[config.mk]
export PLATFORM = sky130hd
export DESIGN_NAME = mpmp_port
export DESIGN_NICKNAME = d
export VERILOG_FILES = /design/src/mpmp_pkg.sv /design/src/mpmp_port.sv
export VERILOG_INCLUDE_DIRS = /design/src
export SDC_FILE = /design/constraint.sdc
export NUM_CORES = 1
export LEC_CHECK = 0
export BUFFER_PORTS_ARGS = -buffer_cell sky130_fd_sc_hd__buf_2
export CORE_ASPECT_RATIO = 1.75
export CORE_UTILIZATION = 52
export DETAILED_ROUTE_END_ITERATION = 8
export PLACE_DENSITY = 0.79
export SLEW_MARGIN = 20
export SYNTH_ARGS = -nofsm -noshare
export SYNTH_HDL_FRONTEND = slang
export SYNTH_SLANG_ARGS = --single-unit
export TNS_END_PERCENT = 100
[constraint.sdc]
create_clock -name clk -period 2.3 [get_ports clk]
set_input_delay 0.345 -clock clk [delete_from_list [all_inputs] [get_ports clk]]
set_output_delay 0.345 -clock clk [all_outputs]
set_load 0.005 [all_outputs]
[src/mpmp_regs.svh]
// timing constants and field layout for the muxed parallel memory port
// assumes inclusion once per compile unit
`ifndef MPMP_REGS_SVH
`define MPMP_REGS_SVH
`define MPMP_LEN_MSB 5
`define MPMP_LEN_LSB 1
`define MPMP_CTRL_RST 16'h0000
`define MPMP_PCLK_DIV 2
`define MPMP_ALE_PCLKS 5'h02
`define MPMP_SETUP_PCLKS 5'h02
`define MPMP_FLASH_PCLKS 5'h07
`define MPMP_BURST8 3'h4
`endif

[src/mpmp_pkg.sv]
// types for the muxed parallel memory port
// assumes mpmp_regs.svh is included where constants are needed
package mpmp_pkg;
  typedef struct packed {
    logic [15:0] ctrl;
    logic wide16;
    logic hold_en;
    logic ale_low;
    logic flash_en;
    logic [1:0] pack_mode;
  } mpmp_cfg_t;
  typedef struct packed {
    logic write;
    logic [15:0] addr;
    logic [15:0] wdata;
    logic [2:0] count;
  } mpmp_req_t;
  typedef enum logic [2:0] {
    MPMP_IDLE, MPMP_ALE, MPMP_SETUP, MPMP_STROBE, MPMP_HOLD, MPMP_RECOVER, MPMP_GAP
  } mpmp_state_t;
endpackage

[src/mpmp_port.sv]
// muxed address/data external memory port sequencer
// assumes cfg and req are synchronous to clk (core clock); bus pin input from outside
`timescale 1ns/1ns
`include "mpmp_regs.svh"
module mpmp_port
  import mpmp_pkg::*;
(
  input wire logic clk,
  input wire logic srst,
  input wire mpmp_cfg_t cfg,
  input wire logic req_valid,
  input wire mpmp_req_t req,
  output logic req_ready,
  output logic [15:0] rdata,
  output logic rdata_valid,
  output logic done,
  input wire logic [15:0] bus_in,
  output logic [15:0] bus_out,
  output logic [15:0] bus_oe,
  output logic ale,
  output logic rd_n,
  output logic wr_n
);
  mpmp_state_t state;
  mpmp_cfg_t acfg;
  mpmp_req_t areq;
  logic pclk_ph;
  logic pclk_tick;
  logic [4:0] cnt;
  logic [2:0] left;
  logic [15:0] bus_s1;
  logic [15:0] bus_s2;
  logic rd_phase;
  logic last_step;

  // strobe length field of a control word
  function automatic logic [4:0] len_of(input logic [15:0] c);
    len_of = c[`MPMP_LEN_MSB:`MPMP_LEN_LSB];
  endfunction

  // strobes in one burst from width, packing mode and request count
  function automatic logic [2:0] burst_of(input mpmp_cfg_t c, input logic [2:0] n);
    if (!c.wide16) begin
      burst_of = `MPMP_BURST8;
    end else if (c.pack_mode != 2'h0) begin
      burst_of = 3'h1;
    end else begin
      burst_of = (n == 3'h0) ? 3'h1 : n;
    end
  endfunction

  // peripheral clock phase: one tick every two core clocks
  always_ff @(posedge clk) begin
    if (srst) begin
      pclk_ph <= 1'b0;
    end else begin
      pclk_ph <= ~pclk_ph;
    end
  end
  assign pclk_tick = pclk_ph;

  // two-flop synchroniser on the bus pins; only stage two is read
  always_ff @(posedge clk) begin
    if (srst) begin
      bus_s1 <= 16'h0000;
      bus_s2 <= 16'h0000;
    end else begin
      bus_s1 <= bus_in;
      bus_s2 <= bus_s1;
    end
  end

  // access sequencer, counts whole peripheral clocks per state
  always_ff @(posedge clk) begin
    if (srst) begin
      state <= MPMP_IDLE;
      cnt <= 5'h00;
      left <= 3'h0;
      acfg <= '0;
      areq <= '0;
    end else if (state == MPMP_IDLE) begin
      if (req_valid && pclk_tick) begin
        acfg <= cfg;
        areq <= req;
        left <= burst_of(cfg, req.count);
        cnt <= `MPMP_ALE_PCLKS;
        state <= MPMP_ALE;
      end
    end else if (pclk_tick) begin
      if (cnt > 5'h01) begin
        cnt <= cnt - 5'h01;
      end else begin
        unique case (state)
          MPMP_ALE: begin
            cnt <= `MPMP_SETUP_PCLKS;
            state <= MPMP_SETUP;
          end
          MPMP_SETUP, MPMP_GAP: begin
            // flash writes lose the recovery clocks out of D; D >= 9 is software's job
            if (areq.write && acfg.flash_en) begin
              cnt <= len_of(acfg.ctrl) - `MPMP_FLASH_PCLKS;
            end else begin
              cnt <= (len_of(acfg.ctrl) == 5'h00) ? 5'h01 : len_of(acfg.ctrl);
            end
            state <= MPMP_STROBE;
          end
          MPMP_STROBE: begin
            left <= left - 3'h1;
            if (acfg.hold_en) begin
              cnt <= 5'h01;
              state <= MPMP_HOLD;
            end else if (acfg.flash_en && (areq.write || left == 3'h1)) begin
              cnt <= `MPMP_FLASH_PCLKS;
              state <= MPMP_RECOVER;
            end else if (left != 3'h1) begin
              cnt <= 5'h01;
              state <= MPMP_GAP;
            end else begin
              state <= MPMP_IDLE;
            end
          end
          MPMP_HOLD: begin
            // reads recover only after the last strobe; writes after every strobe
            if (acfg.flash_en && (areq.write || left == 3'h0)) begin
              cnt <= `MPMP_FLASH_PCLKS;
              state <= MPMP_RECOVER;
            end else if (left != 3'h0) begin
              cnt <= 5'h01;
              state <= MPMP_GAP;
            end else begin
              state <= MPMP_IDLE;
            end
          end
          MPMP_RECOVER: begin
            if (left != 3'h0) begin
              cnt <= 5'h01;
              state <= MPMP_GAP;
            end else begin
              state <= MPMP_IDLE;
            end
          end
          default: begin
            state <= MPMP_IDLE;
          end
        endcase
      end
    end
  end

  // read strobe flag, one core clock late, marks when to capture read data
  always_ff @(posedge clk) begin
    if (srst) begin
      rd_phase <= 1'b0;
    end else begin
      rd_phase <= (state == MPMP_STROBE) && !areq.write;
    end
  end

  // pin drivers, all registered; latch polarity resets to active high
  always_ff @(posedge clk) begin
    if (srst) begin
      ale <= 1'b0;
      rd_n <= 1'b1;
      wr_n <= 1'b1;
      bus_out <= 16'h0000;
      bus_oe <= 16'h0000;
    end else begin
      // idle level tracks live polarity one core clock late, so a repolarised latch sees at most a one-clock stray pulse
      ale <= (state == MPMP_ALE) ^ ((state == MPMP_IDLE) ? cfg.ale_low : acfg.ale_low);
      rd_n <= !((state == MPMP_STROBE) && !areq.write);
      wr_n <= !((state == MPMP_STROBE) && areq.write);
      if (state == MPMP_ALE) begin
        bus_out <= areq.addr;
        bus_oe <= 16'hffff;
      end else if (areq.write && state != MPMP_IDLE) begin
        // data held through hold state 8-bit keeps upper address
        bus_out <= acfg.wide16 ? areq.wdata : {areq.addr[15:8], areq.wdata[7:0]};
        bus_oe <= 16'hffff;
      end else if (state == MPMP_SETUP || state == MPMP_STROBE) begin
        // read: release data lines after latch; 8-bit keeps upper address lines
        bus_out <= {areq.addr[15:8], 8'h00};
        bus_oe <= acfg.wide16 ? 16'h0000 : 16'hff00;
      end else begin
        bus_out <= 16'h0000;
        bus_oe <= 16'h0000;
      end
    end
  end

  // read capture at the strobe rise, from the synchronised bus
  always_ff @(posedge clk) begin
    if (srst) begin
      rdata <= 16'h0000;
      rdata_valid <= 1'b0;
    end else begin
      rdata_valid <= rd_phase && (state != MPMP_STROBE);
      if (rd_phase && state != MPMP_STROBE) begin
        rdata <= acfg.wide16 ? bus_s2 : {8'h00, bus_s2[7:0]};
      end
    end
  end

  // final peripheral clock of an access; must mirror every exit to idle above
  assign last_step = pclk_tick && (cnt <= 5'h01) &&
    ((state == MPMP_STROBE && !acfg.hold_en && !acfg.flash_en && left == 3'h1) ||
     (state == MPMP_HOLD && !acfg.flash_en && left == 3'h0) ||
     (state == MPMP_RECOVER && left == 3'h0));

  // handshake outputs
  always_ff @(posedge clk) begin
    if (srst) begin
      req_ready <= 1'b0;
      done <= 1'b0;
    end else begin
      req_ready <= (state == MPMP_IDLE) && !(req_valid && pclk_tick);
      done <= last_step;
    end
  end

  property p_ale_len;
    @(posedge clk) disable iff (srst)
      $rose(state == MPMP_ALE) |-> (state == MPMP_ALE) [*4] ##1 (state == MPMP_SETUP);
  endproperty
  a_ale_len: assert property (p_ale_len) else $error("latch not two pclks");

  property p_setup_len;
    @(posedge clk) disable iff (srst)
      $rose(state == MPMP_SETUP) |-> (state == MPMP_SETUP) [*4] ##1 (state == MPMP_STROBE);
  endproperty
  a_setup_len: assert property (p_setup_len) else $error("strobe delay wrong");

  property p_rst_pol;
    @(posedge clk) disable iff (srst)
      (state == MPMP_IDLE && !cfg.ale_low) |-> ##1 !ale;
  endproperty
  a_rst_pol: assert property (p_rst_pol) else $error("latch polarity wrong");

  property p_hold_len;
    @(posedge clk) disable iff (srst)
      $rose(state == MPMP_HOLD) |-> (state == MPMP_HOLD) [*2] ##1 (state != MPMP_HOLD);
  endproperty
  a_hold_len: assert property (p_hold_len) else $error("hold not one pclk");

  property p_flash_len;
    @(posedge clk) disable iff (srst)
      $rose(state == MPMP_RECOVER) |-> (state == MPMP_RECOVER) [*8] ##1
        (state == MPMP_RECOVER) [*6] ##1 (state != MPMP_RECOVER);
  endproperty
  a_flash_len: assert property (p_flash_len) else $error("recovery not 7 pclks");

  property p_release;
    @(posedge clk) disable iff (srst)
      (state == MPMP_SETUP && !areq.write && acfg.wide16) |-> ##1 (bus_oe == 16'h0000);
  endproperty
  a_release: assert property (p_release) else $error("bus not released on read");

  property p_wdata;
    @(posedge clk) disable iff (srst)
      (state == MPMP_HOLD && areq.write) |-> ##1 (bus_oe == 16'hffff);
  endproperty
  a_wdata: assert property (p_wdata) else $error("write data not held");

  property p_upper;
    @(posedge clk) disable iff (srst)
      (state == MPMP_STROBE && areq.write && !acfg.wide16) |-> ##1
        (bus_out[15:8] == areq.addr[15:8]);
  endproperty
  a_upper: assert property (p_upper) else $error("upper address lost");

  property p_burst8;
    @(posedge clk) disable iff (srst)
      (state == MPMP_ALE && !acfg.wide16) |-> (left == 3'h4);
  endproperty
  a_burst8: assert property (p_burst8) else $error("8-bit burst not four");

  property p_single;
    @(posedge clk) disable iff (srst)
      (state == MPMP_ALE && acfg.wide16 && acfg.pack_mode != 2'h0) |-> (left == 3'h1);
  endproperty
  a_single: assert property (p_single) else $error("packed burst not one");

  property p_tick;
    @(posedge clk) disable iff (srst)
      $changed(state) |-> $past(pclk_tick);
  endproperty
  a_tick: assert property (p_tick) else $error("state moved off a peripheral clock");

  property p_read_rec;
    @(posedge clk) disable iff (srst)
      (state == MPMP_RECOVER && !areq.write) |-> (left == 3'h0);
  endproperty
  a_read_rec: assert property (p_read_rec) else $error("read recovery inside burst");

  property p_done;
    @(posedge clk) disable iff (srst)
      done == (state == MPMP_IDLE && $past(state) != MPMP_IDLE);
  endproperty
  a_done: assert property (p_done) else $error("done not at access end");

  property p_store_gap;
    @(posedge clk) disable iff (srst)
      (state == MPMP_GAP && areq.write && acfg.flash_en) |-> ($past(state, 2) == MPMP_RECOVER);
  endproperty
  a_store_gap: assert property (p_store_gap) else $error("write gap lacks recovery");

  property p_addr_drive;
    @(posedge clk) disable iff (srst)
      (state == MPMP_ALE) |=> (bus_oe == 16'hffff && bus_out == areq.addr);
  endproperty
  a_addr_drive: assert property (p_addr_drive) else $error("address not on bus");

  property p_pol_low;
    @(posedge clk) disable iff (srst)
      (state == MPMP_ALE && acfg.ale_low) |=> !ale;
  endproperty
  a_pol_low: assert property (p_pol_low) else $error("low latch pulse wrong");

  c_read8: cover property (@(posedge clk) state == MPMP_STROBE && !areq.write && !acfg.wide16);
  c_write16: cover property (@(posedge clk) state == MPMP_STROBE && areq.write && acfg.wide16);
  c_flash: cover property (@(posedge clk) state == MPMP_RECOVER);
  c_flash_gap: cover property (@(posedge clk) state == MPMP_GAP && areq.write && acfg.flash_en);
endmodule

Word level (Yosys, flattened, before mapping)
Index checks and enable logic that the tools add are counted.
{ "op_classes": {"n_addsub": 3, "order_cmp": 2, "eq_ne": 12, "mux": 40, "n_bitwise": 2, "n_reduce_logical": 43} }
{ "op_table": {"columns": ["cell", "count"], "rows": [
  ["two-way mux 16 bit", 9],
  ["two-way mux 5 bit", 11],
  ["two-way mux 3 bit", 17],
  ["case mux 5 bit (5 select lines)", 1],
  ["logical AND 1 bit", 17],
  ["case mux 3 bit (5 select lines)", 1],
  ["equality test 3 bit (second input constant)", 3],
  ["logical NOT 3 bit", 3],
  ["AND reduction 4 bit", 2],
  ["nonzero test 7 bit", 1],
  ["equality test 3 x 1 -> 1 bit (second input constant)", 2],
  ["equality test 3 x 2 -> 1 bit (second input constant)", 2],
  ["logical NOT 1 bit", 6],
  ["!= test 6 x 5 -> 1 bit (second input constant)", 1],
  ["nonzero test 2 bit", 3],
  ["nonzero test 3 bit", 2],
  ["> comparator 5 x 1 -> 1 bit (second input constant)", 1],
  ["less-or-equal comparator 5 x 1 -> 1 bit (second input constant)", 1],
  ["logical NOT 5 bit", 1],
  ["logical OR 1 bit", 5],
  ["subtractor 5 x 1 -> 5 bit (second input constant)", 1],
  ["subtractor 5 x 3 -> 5 bit (second input constant)", 1],
  ["!= test 2 x 1 -> 1 bit (second input constant)", 2],
  ["!= test 3 x 1 -> 1 bit (second input constant)", 1],
  ["8 further kinds", 8]
]} }
{ "totals": {"reg_bits": 142, "input_bits": 77, "output_inout_bits": 54, "elab_cells": 126} }

Longest topological paths before layout
{ "logic_depth": {"ltp_word": 9, "depth_mapped": 7, "depth_no_buf": 7} }

Worst setup path before layout
Ideal clock, no wire load.
{ "synth_timing": {"path_type": "reg2reg", "startpoint": "register cnt[1]", "endpoint": "register cnt[1]", "setup_ns": 0.101, "arrival_ns": 1.621, "required_time_ns": 2.199, "path_slack_ns": 0.578, "stages_incl_launch_ff": 8, "n_path_buf": 0, "period_less_slack_ns": 1.722, "cell_sequence": "dfxtp_1 -> inv_1 -> ha_1 -> o21ba_4 -> nor4_4 -> o2111ai_4 -> a211o_1 -> o41ai_1"} }
{ "synth_via": {"elab_chain_len": 6, "elab_cells_between_ends": 11, "cone_classes": "add/sub: 1; order compare: 1; eq/ne: 1; mux: 6; reduce/logical: 2"} }
{ "synth_lines": {"columns": ["item", "line_no", "source"], "rows": [
  ["start, declared", "mpmp_port.sv:29", "logic [4:0] cnt;"],
  ["start signal, assigned", "mpmp_port.sv:86", "cnt <= `MPMP_ALE_PCLKS;"],
  ["start signal, assigned", "mpmp_port.sv:91", "cnt <= cnt - 5'h01;"],
  ["start signal, assigned", "mpmp_port.sv:95", "cnt <= `MPMP_SETUP_PCLKS;"],
  ["branches (longest 6 deep; another with > comparator 5 x 1 -> 1 bit)", null, null]
]} }
Parallel ways; which one is timed is not known. The select of a mux whose other input is x is not followed.
A chain may end at the register's enable or synchronous reset.

Worst setup path in the final report
{ "layout_timing": {"startpoint": "register cnt[0]", "endpoint": "register cnt[3]"} }
{ "layout_via": {"elab_chain_len": 4, "elab_cells_between_ends": 8, "cone_classes": "add/sub: 1; order compare: 1; eq/ne: 1; mux: 3; reduce/logical: 2"} }
{ "layout_lines": {"columns": ["item", "line_no", "source"], "rows": [
  ["subtractor 5 x 1 -> 5 bit or > comparator 5 x 1 -> 1 bit (tied branches)", "mpmp_port.sv:91, mpmp_port.sv:90", null],
  ["two-way mux 5 bit", "mpmp_port.sv:90", "if (cnt > 5'h01) begin"],
  ["two-way mux 5 bit", "mpmp_port.sv:89", "end else if (pclk_tick) begin"],
  ["two-way mux 5 bit", "mpmp_port.sv:81", "end else if (state == MPMP_IDLE) begin"]
]} }
Parallel ways exist; a longest one is shown, timed or not. The select of a mux whose other input is x is not followed.

==> metrics.txt <==
# TYPE chip_impl_metric gauge
chip_impl_metric{name="fin_tns_setup",unit="ns"} 0
chip_impl_metric{name="seq_area_frac_synth",unit="%"} 51.4
chip_impl_metric{name="final_layout_size_suffix_gt1_share",unit="%"} 25.4
chip_impl_metric{name="grt_pass1_vias",unit=""} 4048
chip_impl_metric{name="drt_drc_violations_left",unit=""} 0
chip_impl_info{name="final_cell_mix",value="143 x nand2_1, 127 x dfxtp_1, 118 x buf_2, 80 x a21oi_1, 35 x nor2b_1"} 1
chip_impl_metric{name="initial_utilization",unit="%"} 54.1
chip_impl_info{name="ctsRootBufferMaster",value="clkbuf_16"} 1
chip_impl_metric{name="syn_inst",unit=""} 573
chip_impl_metric{name="worst_r2r_path_depth",unit=""} 6
chip_impl_metric{name="sw_pwr",unit="W"} 0.00120
chip_impl_metric{name="number_of_antenna_violations_at_the_first_check_in_global_routing",unit=""} 0
chip_impl_metric{name="drt_iter0_markers",unit=""} 131
chip_impl_metric{name="chipWidth",unit="µm"} 75.7
chip_impl_metric{name="placed_cells",unit=""} 777
chip_impl_metric{name="mappedNetlistNets",unit=""} 657
chip_impl_metric{name="powerDensity",unit="nW/µm²"} 899
chip_impl_metric{name="post_cts_buffers",unit=""} 0
chip_impl_metric{name="synth.ff_latch_count",unit=""} 127
chip_impl_metric{name="dpl.hpwl",unit="µm"} 7840
chip_impl_metric{name="clk_latency",unit="ns"} 0.41
chip_impl_metric{name="port_buffer_count",unit=""} 119
chip_impl_metric{name="top_level_ports",unit=""} 131
chip_impl_metric{name="tritoncts_num_sinks",unit=""} 127
chip_impl_metric{name="num_antenna_cells",unit=""} 0
chip_impl_metric{name="largest_net_degree_at_the_start_of_global_routing",unit=""} 50
chip_impl_info{name="synth_top_flop_cell",value="dfxtp_1"} 1
chip_impl_metric{name="core_area",unit="µm²"} 9150
chip_impl_info{name="outcome",value="completed"} 1
chip_impl_metric{name="layout_min_cycle_time",unit="ns"} 2.08
chip_impl_metric{name="gp_routability_congestion",unit=""} 0.918
chip_impl_metric{name="fmax",unit="MHz"} 482
chip_impl_metric{name="clockBufferDepth",unit=""} 2
chip_impl_info{name="setup.worst_path.start_class",value="flip-flop"} 1
chip_impl_metric{name="antenna_violating_nets_post_route",unit=""} 0
chip_impl_metric{name="drt_wl_total",unit="µm"} 11400
chip_impl_info{name="tritoncts",value="built"} 1
chip_impl_metric{name="post_synth_edffs",unit=""} 0
chip_impl_metric{name="timing.clock.skew",unit="ns"} 0.0144
chip_impl_metric{name="clock_transition_at_the_registers_of_the_reported_paths",unit="ns"} 0.05
chip_impl_metric{name="final_max_slew_viols",unit=""} 0
chip_impl_info{name="layout.cells.most_common",value="nand2_1"} 1
chip_impl_metric{name="critical_path.max_fanout",unit=""} 8
chip_impl_metric{name="post_drt_wl_per_cell",unit="µm"} 14.1
chip_impl_metric{name="relative_contribution_of_the_clock_network_to_total_power",unit="%"} 51.2
chip_impl_metric{name="grt_util_all_layers",unit="%"} 23.5
chip_impl_metric{name="seq_power_share",unit="%"} 41.8
chip_impl_metric{name="placement_row_count",unit=""} 46
chip_impl_metric{name="fin_cells",unit=""} 809
chip_impl_metric{name="part_of_the_total_power_dissipated_in_combinational_logic",unit="%"} 6.9
chip_impl_info{name="criticalPathCategory",value="flip-flop to flip-flop"} 1
chip_impl_metric{name="cts_hold_buffers",unit=""} 0
chip_impl_metric{name="actual_transition_at_the_worst_max_transition_pin",unit="ns"} 0.646
chip_impl_metric{name="fin_crit_sh",unit="%"} 90.3
chip_impl_metric{name="finalNetCount",unit=""} 760
chip_impl_metric{name="dieHeight",unit="µm"} 131
chip_impl_metric{name="vdd.ir_drop.worst",unit="V"} 0.000620
chip_impl_metric{name="post_synth.cell_area_avg",unit="µm²"} 8.64
chip_impl_metric{name="global_route.overflow_total",unit=""} 0
chip_impl_metric{name="vias",unit=""} 4242
chip_impl_metric{name="cts-resized-gates",unit=""} 0
chip_impl_metric{name="route.detailed.vias_per_inst",unit=""} 5.24
chip_impl_metric{name="die_footprint",unit="µm²"} 9930
chip_impl_metric{name="finalHoldViolations",unit=""} 0
chip_impl_metric{name="power.share.switching",unit="%"} 21.6
chip_impl_metric{name="drt-pass1-iter-count",unit=""} 4
chip_impl_info{name="worst_setup_path_end_kind",value="flip-flop"} 1
chip_impl_metric{name="power.leakage",unit="nW"} 2.56
chip_impl_metric{name="cts_buffers",unit=""} 17
chip_impl_metric{name="setup_viol_count_final",unit=""} 0
chip_impl_metric{name="postSynth.asyncResetShare",unit="%"} 0
chip_impl_metric{name="ctsHtreeMaxLevel",unit=""} 4
chip_impl_metric{name="ys.warnings.count",unit=""} 0
chip_impl_metric{name="timing.slew.headroom",unit="%"} 56.6
chip_impl_metric{name="critPathArrivalTime",unit="ns"} 2.43
chip_impl_metric{name="grt_pass1_wl",unit="µm"} 17500
chip_impl_info{name="grt_setup_unrepaired",value="false"} 1
chip_impl_metric{name="mappedNetlistArea",unit="µm²"} 4950
chip_impl_info{name="kind_of_path_behind_the_tightest_hold_check",value="input pin to flip-flop"} 1
chip_impl_metric{name="worstHoldPathCells",unit=""} 2
chip_impl_metric{name="worst_ep_required_time",unit="ns"} 2.65
chip_impl_metric{name="cellInternalPower",unit="W"} 0.00436
chip_impl_metric{name="syn2layout_area_growth",unit="%"} 25.1
chip_impl_metric{name="yosys.cell_types.count",unit=""} 55
chip_impl_metric{name="max_cap_violations",unit=""} 0
## per-stage QoR
step           hold WS [ns]  total power [W]  instance area (µm²)  setup WS (ns)  utilization, %
6_report              0.146          0.00556                 6190          0.224            67.6
5_1_grt               0.156          0.00575                 6190         0.0855            67.6
4_1_cts               0.137          0.00560                 6190          0.258            67.6
3_5_place_dp          0.421          0.00276                 5550          0.283            60.6
3_3_place_gp          0.420          0.00274                 5550          0.347            60.6
2_1_floorplan         0.414          0.00262                 4950          0.578               -
## power by group through the flow
stage	Sequential [W]	Combinational [W]	Clock (W)
6_report	0.00233	0.000387	0.00285
5_1_grt	0.00234	0.000428	0.00299
4_1_cts	0.00233	0.000385	0.00289
3_5_place_dp	0.00237	0.000382	0
3_3_place_gp	0.00237	0.000372	0
2_1_floorplan	0.00235	0.000264	0
## final timing paths
check | start | to | slack [ns]
hold / removal | bus_in[1] | bus_s1[1] | 0.15
setup reg to reg | cnt[0] | cnt[3] | 0.22
hold reg to reg | bus_s1[10] | bus_s2[10] | 0.43
setup / recovery | cnt[0] | cnt[3] | 0.22
## sequential cells by signal, summed over array words and instances (netlist names)
name	cells
areq	33
bus_oe	2
rdata_valid	1
ale	1
rdata	16
state	3
pclk_ph	1
bus_s2	16
bus_out	16
wr_n	1
rd_n	1
rd_phase	1
left	3
done	1
acfg	9
cnt	5
bus_s1	16
req_ready	1
## routing by layer
metal,vias to the layer above,global-route usage [%],wire (µm)
met1,1946,23.6,4280
met4,0,10.2,259
met2,149,42.8,6130
met3,25,7.65,724
li1,2122,-,-
met5,-,0,0
## final cells by class
| class | instances | area (µm²) |
|---|---|---|
| Tap cell | 120 | 150 |
| Fill cell | 716 | 2960 |
| Clock buffer | 22 | 484 |
| Inverter | 10 | 37.5 |
| Sequential cell | 127 | 2540 |
| Multi-Input combinational cell | 388 | 2110 |
| Timing Repair Buffer | 132 | 708 |
| Clock inverter | 10 | 158 |
## cells in the mapped netlist (all sizes together) (3+ instances only)
cell type	instances	area share (%)
nand2	143	11
dfxtp	127	51
a21oi	81	8.3
nor2b	35	4.4
buf	27	3.7
nor2	23	1.8
clkbuf	21	1.6
nand3	15	1.5
o21ai	13	1.4
inv	10	0.76
a22oi	7	1.1
ha	7	1.8
a211oi	5	0.76
a31oi	4	0.51
o211ai	4	0.61
and2b	3	0.46
nor3	3	0.63
nor4b	3	0.53
## worst max-delay path, stage by stage, from the launching register on
cell and delay [ns]:
dfxtp_1 0.45, ha_1 0.19, o21ba_4 0.17, nor4_4 0.49, o2111ai_4 0.29, a21oi_2 0.28
a32o_1 0.15
## cells by family (layout without fill, tap and decap cells)
logic type                 count (synthesis)  in the layout  synth area share [%]
buffers and inverters                     58            174                  6.02
AOI/OAI and AO/OA                        136            136                  17.2
adders and majority gates                  7              7                  1.77
muxes                                      2              2                 0.405
DFF                                      127            127                  51.4
xor gates and xnor gates                   4              4                 0.708
and+or+nand+nor                          239            239                  22.5
No activity file was read; power rests on OpenSTA's default activity.
